===== config.mk =====
export PLATFORM = sky130hd
export DESIGN_NAME = pxr_readout
export DESIGN_NICKNAME = d
export VERILOG_FILES = /design/src/core/pxr_adc_lane.sv /design/src/core/pxr_readout.sv
export SDC_FILE = /design/constraint.sdc
export NUM_CORES = 1
export LEC_CHECK = 0
export BUFFER_PORTS_ARGS = -buffer_cell sky130_fd_sc_hd__buf_2
export CORE_MARGIN = 4
export CORE_UTILIZATION = 50
export DETAILED_ROUTE_END_ITERATION = 16
export PLACE_DENSITY = 0.71
export SETUP_SLACK_MARGIN = 0.1
export SYNTH_ARGS = -nofsm -noshare
export SYNTH_HDL_FRONTEND = slang
export SYNTH_HIERARCHICAL = 1
export SYNTH_SLANG_ARGS = --single-unit

===== constraint.sdc =====
create_clock -name clk -period 3.1 [get_ports clk]
set_input_delay 0.155 -clock clk [delete_from_list [all_inputs] [get_ports clk]]
set_output_delay 0.155 -clock clk [all_outputs]
set_load 0.01 [all_outputs]

===== src/core/pxr_adc_lane.sv =====
/*
 package of shared constants for the pixel readout path, and one converter lane.
 assumes the conversion clock is a plain synchronous input whose falling edge
 the top module detects and hands to each lane as a one-cycle strobe.
*/

package pxr_pkg;
    // converter word width
    localparam int unsigned WORD_W = 10;
    // number of converter lanes: even columns, odd columns
    localparam int unsigned LANES = 2;
    // lane index of the even-column converter
    localparam int unsigned LANE_EVEN = 0;
    // lane index of the odd-column converter
    localparam int unsigned LANE_ODD = 1;
    // falling edges from sampling to output word
    localparam int unsigned PIPE_DEPTH = 2;
    // lines in the pixel array
    localparam int unsigned LINES = 2048;
    // width of the line address
    localparam int unsigned LINE_W = 11;
    // last line address
    localparam logic [10:0] LINE_LAST = 11'h7FF;
    // line address after reset
    localparam logic [10:0] LINE_RST = 11'h000;
    // word value after reset
    localparam logic [9:0] WORD_RST = 10'h000;
    // system clock rate in hertz
    localparam int unsigned CLK_HZ = 20000000;
    // nominal converter rate in samples per second
    localparam int unsigned ADC_NOM_SPS = 10000000;
    // least system cycles per conversion clock period
    localparam int unsigned ADC_PERIOD_CLKS = (CLK_HZ + ADC_NOM_SPS - 1) / ADC_NOM_SPS;
endpackage : pxr_pkg

`timescale 1ns/1ps

module pxr_adc_lane (
    input wire logic clk, // system clock
    input wire logic nrst, // async reset, active low
    input wire logic convFall, // falling edge of the conversion clock
    input wire logic [9:0] ampIn, // level presented at the converter input
    output logic [9:0] wordOut // converted word, from a flip-flop
);
    // whole lane state
    typedef struct packed {
        logic [9:0] stage1; // word taken at the sampling edge
        logic [9:0] word; // word at the output
    } pxr_lane_t;

    pxr_lane_t cur_ff; // registered state
    pxr_lane_t nxt_cur; // next state

    // two-stage pipeline stepped on falling conversion edges
    always_comb begin
        nxt_cur = cur_ff;
        if (convFall) begin
            nxt_cur.stage1 = ampIn;
            nxt_cur.word = cur_ff.stage1;
        end
    end

    // state register
    always_ff @(posedge clk or negedge nrst) begin
        if (!nrst) begin
            cur_ff <= '{stage1: pxr_pkg::WORD_RST, word: pxr_pkg::WORD_RST};
        end else begin
            cur_ff <= nxt_cur;
        end
    end

    assign wordOut = cur_ff.word;
endmodule : pxr_adc_lane


===== src/core/pxr_readout.sv =====
/*
 pixel readout path: column amplifier with pair averaging, even/odd split onto
 two converter lanes, and the snapshot shutter sequencer with repeat reads.
 assumes all inputs are synchronous to clk and that the camera controller
 drives the conversion clock no faster than half the system clock.
*/

`timescale 1ns/1ps

module pxr_readout (
    input wire logic clk, // system clock, 20 MHz
    input wire logic nrst, // async reset, active low
    input wire logic convClk, // conversion clock from the controller
    input wire logic colValid, // column level valid this cycle
    input wire logic colOdd, // column number is odd
    input wire logic [9:0] colLevel, // column amplifier level
    input wire logic avgPin, // external averaging request
    input wire logic avgCfg, // serial-port averaging bit
    input wire logic overlapMode, // allow integration during readout
    input wire logic repeatReadMode, // non-destructive repeated reads
    input wire logic frameStart, // pulse: begin integration
    input wire logic frameEnd, // pulse: end integration
    input wire logic lineNext, // pulse: step to next line
    output logic [9:0] evenWord, // even-column converter word
    output logic [9:0] oddWord, // odd-column converter word
    output logic avgActive, // averaging in force
    output logic pixReset, // pulse: global pixel reset
    output logic pixSample, // pulse: global sample to storage
    output logic integActive, // integration in progress
    output logic readActive, // line readout in progress
    output logic [10:0] lineAddr // line being read
);
    // readout sequencer states
    typedef enum logic {
        RD_IDLE, // no frame being read
        RD_LINES // lines being read
    } pxr_rd_t;

    // whole state of the block
    typedef struct packed {
        logic convPrev; // conversion clock one cycle ago
        logic [9:0] ampEven; // level held for the even lane
        logic [9:0] ampOdd; // level held for the odd lane
        logic [9:0] pairFirst; // first column of an averaging pair
        logic avgOn; // averaging in force
        logic reset; // global reset pulse
        logic sample; // global sample pulse
        logic integ; // integration running
        logic pendSample; // end of integration waiting for readout
        logic ndrHeld; // array reset once for repeat reads
        pxr_rd_t rd; // readout state
        logic [10:0] line; // line address
    } pxr_state_t;

    pxr_state_t cur_ff; // registered state
    pxr_state_t nxt_cur; // next state
    logic convFall; // falling edge of conversion clock
    logic [10:0] pairSum; // sum of a column pair
    logic canStart; // integration start is allowed
    logic [9:0] laneIn [pxr_pkg::LANES]; // per-lane converter input
    logic [9:0] laneOut [pxr_pkg::LANES]; // per-lane converter word

    // edge of the conversion clock
    assign convFall = cur_ff.convPrev & ~convClk;
    // pair sum for averaging
    assign pairSum = {1'b0, cur_ff.pairFirst} + {1'b0, colLevel};
    // start allowed when not integrating and no sample pending, with readout idle or overlapping
    assign canStart = !cur_ff.integ && !cur_ff.pendSample
        && (overlapMode || cur_ff.rd == RD_IDLE);

    // next-state logic
    always_comb begin
        nxt_cur = cur_ff;
        nxt_cur.convPrev = convClk;
        nxt_cur.reset = 1'b0;
        nxt_cur.sample = 1'b0;
        nxt_cur.avgOn = avgPin & avgCfg;
        // column amplifier: route or average
        if (colValid) begin
            if (cur_ff.avgOn) begin
                if (!colOdd) begin
                    nxt_cur.pairFirst = colLevel; // hold first of the pair
                end else begin
                    nxt_cur.ampEven = pairSum[10:1];
                end
            end else if (!colOdd) begin
                nxt_cur.ampEven = colLevel;
            end else begin
                nxt_cur.ampOdd = colLevel;
            end
        end
        // repeat-read hold clears when the mode is left
        if (!repeatReadMode) begin
            nxt_cur.ndrHeld = 1'b0;
        end
        // integration start: global reset unless repeat reads hold charge
        if (frameStart && canStart) begin
            nxt_cur.integ = 1'b1;
            if (!(repeatReadMode && cur_ff.ndrHeld)) begin
                nxt_cur.reset = 1'b1;
            end
            if (repeatReadMode) begin
                nxt_cur.ndrHeld = 1'b1;
            end
        end
        // end of integration waits for storage nodes to be free
        if (frameEnd && cur_ff.integ) begin
            nxt_cur.integ = 1'b0;
            nxt_cur.pendSample = 1'b1;
        end
        // readout sequencer
        unique case (cur_ff.rd)
            RD_IDLE: begin
                if (cur_ff.pendSample) begin
                    nxt_cur.sample = 1'b1;
                    nxt_cur.pendSample = 1'b0;
                    nxt_cur.rd = RD_LINES;
                    nxt_cur.line = pxr_pkg::LINE_RST;
                end
            end
            RD_LINES: begin
                if (lineNext) begin
                    if (cur_ff.line == pxr_pkg::LINE_LAST) begin
                        nxt_cur.rd = RD_IDLE; // frame done
                    end else begin
                        nxt_cur.line = cur_ff.line + 11'h001;
                    end
                end
            end
        endcase
    end

    // state register
    always_ff @(posedge clk or negedge nrst) begin
        if (!nrst) begin
            cur_ff <= '{convPrev: 1'b0, ampEven: pxr_pkg::WORD_RST,
                ampOdd: pxr_pkg::WORD_RST, pairFirst: pxr_pkg::WORD_RST,
                avgOn: 1'b0, reset: 1'b0, sample: 1'b0, integ: 1'b0,
                pendSample: 1'b0, ndrHeld: 1'b0, rd: RD_IDLE,
                line: pxr_pkg::LINE_RST};
        end else begin
            cur_ff <= nxt_cur;
        end
    end

    // lane inputs
    assign laneIn[pxr_pkg::LANE_EVEN] = cur_ff.ampEven;
    assign laneIn[pxr_pkg::LANE_ODD] = cur_ff.ampOdd;

    // two converter lanes
    generate
        for (genvar g = 0; g < pxr_pkg::LANES; g++) begin : gLane
            pxr_adc_lane uLane (
                .clk(clk),
                .nrst(nrst),
                .convFall(convFall),
                .ampIn(laneIn[g]),
                .wordOut(laneOut[g])
            );
        end
    endgenerate

    // outputs straight from flip-flops
    assign evenWord = laneOut[pxr_pkg::LANE_EVEN];
    assign oddWord = laneOut[pxr_pkg::LANE_ODD];
    assign avgActive = cur_ff.avgOn;
    assign pixReset = cur_ff.reset;
    assign pixSample = cur_ff.sample;
    assign integActive = cur_ff.integ;
    assign readActive = (cur_ff.rd == RD_LINES);
    assign lineAddr = cur_ff.line;

    // helper: level sampled at the last conversion edge
    logic [9:0] chkSampled_ff; // even level at last falling edge
    always_ff @(posedge clk or negedge nrst) begin
        if (!nrst) begin
            chkSampled_ff <= pxr_pkg::WORD_RST;
        end else if (convFall) begin
            chkSampled_ff <= cur_ff.ampEven;
        end
    end

    // helper: odd level sampled at the last conversion edge
    logic [9:0] chkOddSampled_ff; // odd level at last falling edge
    always_ff @(posedge clk or negedge nrst) begin
        if (!nrst) begin
            chkOddSampled_ff <= pxr_pkg::WORD_RST; // cleared
        end else if (convFall) begin
            chkOddSampled_ff <= cur_ff.ampOdd; // odd level taken
        end
    end
endmodule : pxr_readout


[Word-level counts from Yosys, hierarchy flattened]
Index checks and enable logic that the tools add are counted.
Operators by class
  bitwise logic cells: 6
  equality and inequality tests: 6
  $add $sub $neg: 2
  reduce and logical (&&, ||, !) cells: 13
  multiplexer cells: 19
Operators by type and width (number)
  $mux 10: 3
  $mux 12: 2
  $pmux 12 s2: 1
  $reduce_and 3->1: 4
  $add 10x10->11: 1
  $add 11x1->11 const B: 1
  $eq 11x11->1 const B: 1
  $mux 1: 11
  $mux 11: 1
  $ne 2x2->1 const B: 4
  $logic_and 1x1->1: 5
  $not 1->1: 4
  $and 1x1->1: 2
  $logic_not 1->1: 2
  $mux 2: 1
  $ne 2x1->1 const B: 1
  $reduce_bool 2->1: 1
  $logic_or 1x1->1: 1
Word-level totals
  logic and storage cells: 62
  register bits after elaboration: 89
  bits of input ports: 22

[Depth between registers and ports, before layout]
Gate-level depths: netlist of run 1.
  depth after elaboration: 8
  depth in mapped cells: 7
  depth with buffers taken out: 7

[Hierarchy]
The synthesis of run 1 kept the hierarchy.
Modules (own cells, without submodules)
  pxr_readout: cells an instance 260, area each 2678.8 um^2, times used 1
  pxr_adc_lane: cells an instance 52, area each 898.4 um^2, times used 2

[Least setup slack after synthesis of run 1]
No wires, ideal clock.
  kind: reg2reg
  from: register cur_ff[20] (netlist name)
  to: register cur_ff[45] (netlist name)
  period minus slack after synthesis: 1.682 ns
  path slack: 1.418 ns
  arrival: 1.617 ns
  stages on the path, launching flop included: 7
  buffers on the path: 0
  path through: dfrtp_1 > ha_1 > nor2b_1 > o31a_1 > o21ai_1 > mux2_2 > nand2_1

==> results.md, run 1 <==
- Status: finished with violations
- Failing checks: hold timing
- WP data required: 3.39 ns
- MaxCap Viol Count: 0
- Min-delay worst type: input port to asynchronous set/reset pin
- Post-Route Utilization: a little under three fifths
- GRT overflow: 0
- R2R setup slack: ~1.0 ns
- GRT Overall Usage: 15.9%
- Post-DR wirelength/cell: 15.4 µm
- Port Buf Inserts: 57
- Worst Max-Slew Pin Slew: 1.10 ns
- Critical path cell sequence: xnor2_2, nand2_1, or3_1, mux2_2, nand2_1
- Critical path class: flop to flop
- Vias post-DR: ~2700
- Max VDD drop: 0.267 mV
- I/O pin count: between 50 and 60
- Placed cell areas: 0.00459 mm²
- Vias per std cell: roughly 5.3
- H-tree Lvls: 3
- Area grow syn2layout: 7.46%
- Sequential element share of the synthesized area: 49.8%
- Slowest Stage Delay on Critical Path: 0.69 ns
- # rows: 34
- Top sig layer: met4
- Total Neg Setup Slack: 0 ns
- Synth cell types: 56
- Commonest non-fill, non-tap cell in the layout: dfrtp_1
- # DRC: 0
- Vias in the first global route: ~2700
- N_diodes: 0
- Post-synth EDFFs: 0
- FILL cells: 739
- Synth top area cells: dfrtp_1 50%, mux2_4 13%, buf_4 5.4%
- Mapped cell area: ~0.0045 mm²
- Routed Wire Length: between 7000 and 8000 µm
- Post-route cell area: 0.00481 mm²
- Gate Count Post-Synth: 364
- Synth top area share: 49.8%
- Synthesis Warnings: 6
- Initial DRC count: 47
- Core area: just under 0.009 mm²
- Commonest non-fill, non-tap cells in the layout: 89 x dfrtp_1, 56 x buf_2, 40 x mux2_4
- Slowest cell on crit path: dfrtp_1
- Cell class contributing the biggest share of worst-path delay: simple AND/OR/NAND/NOR gates
- Crit path time final: 2.06 ns
- Worst hold slack: -0.00831 ns
- Clock buffer depth: 2
- Clk_skew: 0.0182 ns
- Final setup viols: 0
- M1 WL: between 3000 and 4000 µm
- Max transition margin: 26.9%
- Place WS: roughly 1.1 ns
- Die area: 0.0105 mm²
- First-pass GRT wire length: between 10000 and 15000 µm
- Max Slew Vio Count: 0
- LEAKAGE: 2.29 nW
- Syn Area/Cell: 12.3 µm²
- Root Driver: clkbuf_8
- Die height: 103 µm
- Clock Sinks: 89
- Synth async-reset ratio: 100%
- Die Width: 103 µm
- Clock transition at path regs: about 0.09 ns
- Ratio of cells with drive above 1 in the final layout: 36.9%
- PwrDens: 682 mW/mm²
- TritonCTS clock tree: yes
- Post-Syn Nets: 397
- Placer Congestion: 0.884
- Detailed Place HPWL: 5570 µm
- Worst-skew pair later-pin latency: about 0.36 ns
- Final Cycle Share: between 60% and 70%
- CP startpoint kind: flop
- Flops & latches, synth: 89
- Worst path most repeated cell: nand2_1
- Yosys top cell by area: dfrtp_1
- Maximum fanout along the worst path: 20
- Metal3 WL: 327 µm
- Initial antenna violation count: 0
- TritonCTS Buffers: 9
- Post-route ant nets: 0
- Final Hold Fails: 7
- Starting Density: approximately half
- CP bufs+invs: 0
- Top FF cell, synth: dfrtp_1
- Power Total: between 0.003 and 0.004 W
- Fin nets: 426
- CP arrival: about 2.3 ns
- WL met2: roughly 3500 µm
- CP Capture Type: flop
- RSZ-0062 raised after global routing: false
- Drt pass-1 iters: 4
- Fmax: 486 MHz
- Largest net degree at the start of global routing: 90
- Fin worst setup slack: 1.04 ns
[path summary, 6_finish.rpt]
kind,from,cells after the start,end
max,avgActive$_DFF_PN0_,5,cur_ff[45]$_DFFE_PN0P_
min,nrst,1,gLane[0].uLane/wordOut[8]$_DFFE_PN0P_
max reg2reg,avgActive$_DFF_PN0_,5,cur_ff[45]$_DFFE_PN0P_
min reg2reg,cur_ff[12]$_DFF_PN0_,1,pixReset$_DFF_PN0_
max in group asynchronous,nrst,1,gLane[1].uLane/wordOut[9]$_DFFE_PN0P_
min in group clk,avgCfg,2,avgActive$_DFF_PN0_
[flip-flops by register name, summed over array words and instances (netlist names)]
| signal | cells |
|---|---|
| cur_ff | 33 |
| gLane.uLane/wordOut | 20 |
| gLane.uLane/cur_ff | 20 |
| readActive | 1 |
| avgActive | 1 |
| pixReset | 1 |
| integActive | 1 |
| lineAddr | 11 |
| pixSample | 1 |
[Yosys cell counts, types with 5 or more instances]
master and instances:
nand4_1 5, mux2_4 40, inv_1 6, o21ai_1 12, mux2_2 20, nor2_1 20, buf_6 5, buf_2 5
nand2_1 26, xor2_1 5, nor2b_1 5, ha_1 10, a21oi_1 15, nand3_1 5, dfrtp_1 89, buf_4 32
o21ai_0 8
[what timing repair did]
item / 4_1_cts / 5_1_grt
gates resized for setup: 0 / 0
hold endpoints to repair: 3 / 0
hold buffers: 3 / 0
buffers inserted: 0 / 0
[cell families after synthesis]
kind of cell / Yosys count / share of synthesized area (%)
flops: 89 / 49.8
simple gates: 82 / 9.28
mux: 63 / 19.1
compound gates: 62 / 9.31
buf+inv: 51 / 7.94
fa+ha+maj: 11 / 3.24
xor+xnor: 6 / 1.34
[through the flow]
step	hold slack [ns]	std cells
finish	-0.00831	506
global route	0.0117	506
CTS	0.000322	506
detailed placement	0.317	487
global placement	0.321	487
floorplan	-0.141	364
[metal layers]
layer / up-vias / track usage, %
met3: 16 / 2.50
met4: 0 / 6.96
met1: 1310 / 22.6
met5: - / 0
met2: 53 / 24.3
li1: 1311 / -
[where the power goes]
group / switching, W / internal [W]
combinational: 0.000393 / 0.000505
clock: 0.000419 / 0.000322
sequential: 0.000194 / 0.00145
[cell type report]
cell class	instances	area (µm²)	area share, %
timing repair buffer	62	333	6.92
clock inverter	6	50.0	1.04
clock buffer	10	138	2.86
inverter	7	26.3	0.546
tap	108	135	2.81
multi-input combinational	224	1900	39.5
sequential	89	2230	46.3
(Power assumes the default switching activity.)
==> run 2, diff against run 1 <==
--- a/config.mk
+++ b/config.mk
@@ -5,6 +5,7 @@
 export SDC_FILE = /design/constraint.sdc
 export NUM_CORES = 1
 export LEC_CHECK = 0
+export ABC_AREA = 1
 export BUFFER_PORTS_ARGS = -buffer_cell sky130_fd_sc_hd__buf_2
 export CORE_MARGIN = 4
 export CORE_UTILIZATION = 50
==> constraint.sdc (replaced) <==
create_clock -name clk -period 1.97 [get_ports clk]
set_input_delay 0.0985 -clock clk [delete_from_list [all_inputs] [get_ports clk]]
set_output_delay 0.0985 -clock clk [all_outputs]
set_load 0.01 [all_outputs]
==> run 2 against run 1 <==
Effect of this change: the flow now finishes without violations; cell area decreased by 0.47%; flip-flop and latch count unchanged; first-iteration DRC count increased to 2.6 times the previous value; worst setup slack got worse by 0.72 ns; cell count increased by 34%; total power increased by 39%; clock-buffer cell count increased by 1; combinational power increased by 6.5%; critical endpoint is now cur_ff[44]$_DFFE_PN0P_.
==> results.md, run 2 <==
- Status: completed
- # DRC: 0 (unchanged)
- Most frequent cells after synthesis: 218 x nand2_1, 89 x dfrtp_1, 35 x buf_4
- Commonest non-fill, non-tap cells in the layout: 218 x nand2_1, 89 x dfrtp_1, 56 x buf_2
- Placed cell areas: 0.00452 mm² (-1.6%)
- Post-Route Utilization: 57.1% (+2.0 points)
- Post-synth EDFFs: 0 (unchanged)
- Cell class contributing the biggest share of worst-path delay: simple AND/OR/NAND/NOR gates
- Fmax: 608 MHz (+25%)
- Max Slew Vio Count: 0 (unchanged)
- Vias per std cell: 4.98 (-6.3%)
- Yosys top cell by area: dfrtp_1
- FILL cells: 796 (+7.7%)
- Final Hold Fails: 0 (-7)
- Routed Wire Length: 8530 µm (+9.6%)
- Non-filler cells, final: 677 (+34%)
- GRT overflow: 0 (unchanged)
- N_diodes: 0 (unchanged)
- Post-route cell area: 0.00479 mm² (-0.47%)
- Final setup viols: 0 (unchanged)
- Largest net degree at the start of global routing: 48 (-47%)
- First-pass GRT wire length: 14800 µm (+13%)
- Top-count cell post-synth: nand2_1
- Flops & latches, synth: 89 (unchanged)
- Total Neg Setup Slack: 0 ns (unchanged)
- H-tree Lvls: 3 (unchanged)
- GRT Overall Usage: 18.2% (+2.3 points)
- CP arrival: 1.89 ns (-0.45 ns)
- Synth async-reset ratio: 100% (unchanged)
- Port Buf Inserts: 57 (unchanged)
- Clk_skew: 0.00954 ns (-0.00862 ns)
- CP Capture Type: flop
- Final Cycle Share: 83.6% (+17 points)
- Max VDD drop: 0.436 mV (+64%)
- Post-DR wirelength/cell: 12.6 µm (-18%)
- WP data required: 2.22 ns (-1.17 ns)
- Mapped cell area: 0.00438 mm² (-2.2%)
- Core area: 0.00838 mm² (-3.9%)
- Initial antenna violation count: 0 (unchanged)
- Vias post-DR: 3373 (+25%)
- Worst path most repeated cell: nand2_1
- Top FF cell, synth: dfrtp_1
- Sequential element share of the synthesized area: 50.9% (+1.1 points)
- Root Driver: clkbuf_8
- Synth top area cells: dfrtp_1 51%, nand2_1 19%, buf_4 6.0%
- R2R setup slack: 0.32 ns (-0.72 ns)
- Synthesis Warnings: 6 (unchanged)
- Max transition margin: 62.2% (+35 points)
- Crit path time final: 1.65 ns (-0.411 ns)
- TritonCTS clock tree: yes
- Synth top area share: 50.9% (+1.1 points)
- Worst Max-Slew Pin Slew: 0.565 ns (-0.531 ns)
- Placer Congestion: 0.888 (+0.49%)
- Worst hold slack: 0.0469 ns (+0.0552 ns)
- RSZ-0062 raised after global routing: false
- Clock Sinks: 89 (unchanged)
- TritonCTS Buffers: 9 (unchanged)
- Post-Syn Nets: 567 (+43%)
- Gate Count Post-Synth: 534 (+47%)
- Commonest non-fill, non-tap cell in the layout: nand2_1
- Placed insts: 656 (+35%)
- Critical path cell sequence: ha_1, a21oi_1, nor2_1, nor2_1, nand2_1, nand2_1, nand3_1, nand2_1, nand2_1
- Critical path class: flop to flop
- Ratio of cells with drive above 1 in the final layout: 16.6% (-20 points)
- CP startpoint kind: flop
- Area grow syn2layout: 9.38%
- Fin nets: 601 (+41%)
- Vias in the first global route: 3187 (+18%)
- Post-route ant nets: 0 (unchanged)
- Max reg flops: 33 (unchanged)
- Slowest cell on crit path: dfrtp_1
- Initial DRC count: 124 (+160%)
- I/O pin count: 58 (unchanged)
- Die height: 102 µm (-1.0%)
- Die Width: 102 µm (-1.0%)
- MaxCap Viol Count: 0 (unchanged)
- Biggest register: cur_ff
- PwrDens: 949 mW/mm² (+39%)
- Worst-skew pair later-pin latency: 0.35 ns (about the same)
- Min-delay worst type: input port to flop
- Clock transition at path regs: 0.08 ns (about the same)
- LEAKAGE: 2.63 nW (+15%)
- Synth cell types: 32 (-43%)
- CP bufs+invs: 0 (unchanged)
- Maximum fanout along the worst path: 4 (-80%)
- Die area: 0.0103 mm² (-2.0%)
- Drt pass-1 iters: 5 (+1)
- Syn Area/Cell: 8.20 µm² (-33%)
- Starting Density: 52.2% (+0.90 points)
- # rows: 33 (-2.9%)
- Detailed Place HPWL: 6210 µm (+11%)
- Clock buffer depth: 2 (unchanged)
- Slowest Stage Delay on Critical Path: 0.38 ns (-0.31 ns)
==> run 2: final timing paths <==
path | start | endpoint | depth (start not counted)
min in group asynchronous | nrst | gLane[1].uLane/wordOut[0]$_DFFE_PN0P_ | 2
hold / removal | frameStart | pixReset$_DFF_PN0_ | 3
setup / recovery | cur_ff[22]$_DFFE_PN0P_ | cur_ff[44]$_DFFE_PN0P_ | 9
hold reg to reg | cur_ff[12]$_DFF_PN0_ | pixReset$_DFF_PN0_ | 1
setup reg to reg | cur_ff[22]$_DFFE_PN0P_ | cur_ff[44]$_DFFE_PN0P_ | 9
max in group asynchronous | nrst | gLane[0].uLane/cur_ff[15]$_DFFE_PN0P_ | 3
==> run 2: layout make-up <==
| type | count | area [µm²] | area share, % |
|---|---|---|---|
| flip-flops and latches | 89 | 2230 | 46.5 |
| multi-input cells | 354 | 1650 | 34.5 |
| repair buffers | 69 | 405 | 8.47 |
| inverters | 45 | 169 | 3.53 |
| clock buffers | 11 | 151 | 3.16 |
| well taps | 105 | 131 | 2.74 |
| clock inverters | 4 | 51.3 | 1.07 |
==> run 2: cell families after synthesis <==
group                    count (synthesis)  synth area share (%)
AO/OA/AOI/OAI                           59                  7.18
XOR/XNOR                                 3                 0.600
adder cells (fa/ha/maj)                 11                  3.32
buffers and inverters                   91                  11.5
flip-flops                              89                  50.9
AND/OR/NAND/NOR                        281                  26.5
==> run 2: timing repair <==
action                                 CTS  global route
gates resized for setup                  0             1
setup buffers                            0             0
endpoints found under the hold margin   48             0
setup endpoints to repair                0             1
hold buffers                             6             0
==> run 2: metrics by stage <==
| step | power (W) | setup slack, ns |
|---|---|---|
| finish | 0.00454 | 0.324 |
| global route | 0.00487 | 0.150 |
| CTS | 0.00460 | 0.278 |
| detailed placement | 0.00329 | 0.308 |
| global placement | 0.00326 | 0.354 |
| floorplan | 0.00310 | 0.488 |
==> run 2: worst register-to-register path: stages, from the launching register on <==
cell,delay [ns]
dfrtp_1,0.38
ha_1,0.34
a21oi_1,0.31
nor2_1,0.08
nor2_1,0.13
nand2_1,0.08
nand2_1,0.06
nand3_1,0.06
nand2_1,0.06
nand2_1,0.05
==> run 2: routing by layer <==
metal | vias up | track usage (%) | share of wire [%]
met5 | - | 0 | 0
met4 | 0 | 7.98 | 2.2
met3 | 15 | 3.65 | 5.5
met2 | 81 | 28.8 | 47
met1 | 1556 | 24.4 | 46
li1 | 1721 | - | -
==> run 2: power by group <==
group,switching [W],leakage [nW],internal [W]
registers,0.000185,1.13,0.00212
clock network,0.000634,0.102,0.000651
logic,0.000581,1.40,0.000375
total,0.00140,2.63,0.00315
==> run 3, diff against run 2 <==
--- a/config.mk
+++ b/config.mk
@@ -10,7 +10,7 @@
 export CORE_MARGIN = 4
 export CORE_UTILIZATION = 50
 export DETAILED_ROUTE_END_ITERATION = 16
-export PLACE_DENSITY = 0.71
+export PLACE_DENSITY = 0.73
 export SETUP_SLACK_MARGIN = 0.1
 export SYNTH_ARGS = -nofsm -noshare
 export SYNTH_HDL_FRONTEND = slang
==> constraint.sdc (replaced) <==
create_clock -name clk -period 1.42 [get_ports clk]
set_input_delay 0.071 -clock clk [delete_from_list [all_inputs] [get_ports clk]]
set_output_delay 0.071 -clock clk [all_outputs]
set_load 0.01 [all_outputs]
==> run 3 against run 2 <==
Effect of this change: the flow now finishes with violations (setup timing); sequential share of layout area fell by 5.2 points; total power increased by 45%; critical endpoint is now cur_ff[47]$_DFFE_PN0P_; critical path depth did not move; worst setup slack worse by 0.35 ns; worst hold slack got worse by 0.030 ns; cell area grew 13%; via count up 6.3%; sequential power is 40% higher; cell count increased by 5.3%; maximum frequency increased by 14%; flip-flop and latch count unchanged; largest cell class unchanged; first-iteration DRC count up 43%.
==> results.md, run 3 (synthesis gave the netlist of run 2 again) <==
- PwrDens: 1220 mW/mm² (+29%)
- LEAKAGE: 2.89 nW (+9.7%)
- TritonCTS Buffers: 9 (unchanged)
- Routed Wire Length: 9550 µm (+12%)
- # rows: 33 (unchanged)
- Vias in the first global route: 3541 (+11%)
- Hold Crit Depth: 3 (unchanged)
- Biggest register: cur_ff
- Core area: 0.00838 mm² (unchanged)
- Min-delay worst type: input port to flop
- Maximum fanout along the worst path: 4 (unchanged)
- MaxCap Viol Count: 0 (unchanged)
- Worst Max-Slew Pin Slew: 0.300 ns (-0.265 ns)
- Crit path time final: 1.45 ns (-0.198 ns)
- FILL cells: 709 (-11%)
- H-tree Lvls: 3 (unchanged)
- Final Hold Fails: 0 (unchanged)
- Max Slew Vio Count: 0 (unchanged)
- Total Neg Setup Slack: -0.0638 ns (-0.0638 ns)
- Post-route ant nets: 0 (unchanged)
- Max transition margin: 80.0% (+18 points)
- Root Driver: clkbuf_8
- Starting Density: 52.2% (unchanged)
- Max VDD drop: 0.789 mV (+81%)
- RSZ-0062 raised after global routing: true
- CP startpoint kind: flop
- Clock buffer depth: 2 (unchanged)
- Placed cell areas: 0.00482 mm² (+6.6%)
- Critical path class: flop to flop
- Ratio of cells with drive above 1 in the final layout: 29.8% (+13 points)
- Min-delay src: frameStart
- Post-route cell area: 0.00539 mm² (+13%)
- Drt pass-1 iters: 4 (-1)
- GRT Overall Usage: 19.4% (+1.1 points)
- Post-DR wirelength/cell: 13.4 µm (+6.3%)
- Largest net degree at the start of global routing: 44 (-8.3%)
- # DRC: 0 (unchanged)
- Commonest non-fill, non-tap cell in the layout: nand2_1
- Vias per std cell: 5.03 (+0.95%)
- Final Cycle Share: 102% (+18 points)
- Clock Sinks: 89 (unchanged)
- Initial DRC count: 177 (+43%)
- Vias post-DR: 3586 (+6.3%)
- Hold Path Sink: pixReset$_DFF_PN0_
- CP arrival: 1.70 ns (-0.19 ns)
- Reg2Reg Depth: 9 (unchanged)
- Fin nets: 637 (+6.0%)
- Final setup viols: 4 (+4)
- R2R setup slack: -0.03 ns (-0.35 ns)
- Initial antenna violation count: 0 (unchanged)
- CP Capture Type: flop
- R2R Path End: cur_ff[47]$_DFFE_PN0P_
- Area grow syn2layout: 23.1%
- FF-to-FF Start: cur_ff[21]$_DFFE_PN0P_
- Die Width: 102 µm (unchanged)
- Failing checks: setup timing
- Port Buf Inserts: 57 (unchanged)
- GRT overflow: 0 (unchanged)
- Die area: 0.0103 mm² (unchanged)
- Worst-skew pair later-pin latency: 0.36 ns (about the same)
- Clk_skew: 0.0148 ns (+0.00531 ns)
- First-pass GRT wire length: 15900 µm (+7.4%)
- Fmax: 691 MHz (+14%)
- Clock transition at path regs: 0.10 ns (+0.02 ns)
- Die height: 102 µm (unchanged)
- Fin worst setup slack: -0.0277 ns (-0.352 ns)
- Detailed Place HPWL: 6700 µm (+8.0%)
- Commonest non-fill, non-tap cells in the layout: 204 x nand2_1, 88 x dfrtp_1, 56 x buf_2
- Post-Route Utilization: 64.3% (+7.2 points)
- N_diodes: 0 (unchanged)
- Max reg flops: 33 (unchanged)
- Status: finished with violations
- TritonCTS clock tree: yes
- Placer Congestion: 0.900 (+1.3%)
- WP data required: 1.68 ns (-0.54 ns)
- I/O pin count: 58 (unchanged)
run 3: changes by cell type in the layout (fill, tap and decap cells not counted), sizes merged:
cell      previous run  this run
buf                 63        99
inv                 43        42
clkinv               4         5
clkinvlp             1         3
bufinv               1         0
clkbuf              11        10
run 3: how the worst max path moves through the flow:
stage,slack (ns),start,depth (start not counted),endpoint
final,-0.03,cur_ff[21]$_DFFE_PN0P_,9,cur_ff[47]$_DFFE_PN0P_
after detailed placement,-0.06,cur_ff[19]$_DFFE_PN0P_,9,cur_ff[47]$_DFFE_PN0P_
after CTS,-0.03,cur_ff[18]$_DFFE_PN0P_,8,cur_ff[45]$_DFFE_PN0P_
after global placement,-0.01,cur_ff[20]$_DFFE_PN0P_,10,cur_ff[44]$_DFFE_PN0P_
after global routing,-0.13,cur_ff[21]$_DFFE_PN0P_,11,cur_ff[46]$_DFFE_PN0P_
after floorplan,0.05,cur_ff[20]$_DFFE_PN0P_,10,cur_ff[42]$_DFFE_PN0P_
run 3: layout make-up:
class                   instances  area (µm²)  area share (%)
clock buffers                  10         138            2.55
well taps                     105         131            2.44
clock inverters                 5        32.5           0.604
flip-flops and latches         89        2230            41.4
multi-input cells             354        1980            36.8
repair buffers                105         707            13.1
inverters                      45         170            3.16
run 3: through the flow:
stage / worst slack [ns] / instances / power (W) / hold slack, ns
2_1_floorplan: 0.0465 / 534 / 0.00442 / -0.225
3_3_place_gp: -0.00969 / 676 / 0.00477 / -0.0253
3_5_place_dp: -0.0621 / 676 / 0.00483 / -0.0243
4_1_cts: -0.0285 / 706 / 0.00647 / 0.00521
5_1_grt: -0.132 / 713 / 0.00703 / 0.0330
6_report: -0.0277 / 713 / 0.00657 / 0.0166
run 3: power by group:
group	switching (W)	internal, W	leakage [nW]	total, W
registers	0.000276	0.00294	1.13	0.00322
logic	0.000999	0.000827	1.68	0.00183
clock network	0.000864	0.000667	0.0802	0.00153
run 3: what timing repair did:
| item | 4_1_cts | 5_1_grt |
|---|---|---|
| hold endpoints to repair | 95 | 0 |
| pin swaps | 14 | 22 |
| hold buffers | 6 | 0 |
| buffers inserted | 9 | 7 |
| endpoints found under the setup margin | 18 | 21 |
| gates resized for setup | 10 | 45 |
run 3: critical path: stages, from the launching register on:
cell     delay (ns)
dfrtp_1        0.42
ha_4           0.27
a21oi_2        0.19
o21ai_4        0.09
nand2_1        0.09
nand2_1        0.06
nand2_1        0.06
nand3_1        0.06
nand2_1        0.06
nand2_1        0.05
run 3: layer usage:
metal | track usage [%] | share of wire, % | vias to the layer above
met5 | 0 | 0 | -
li1 | - | - | 1797
met4 | 6.85 | 2.4 | 0
met2 | 31.4 | 48 | 97
met3 | 4.13 | 5.1 | 23
met1 | 25.8 | 44 | 1669
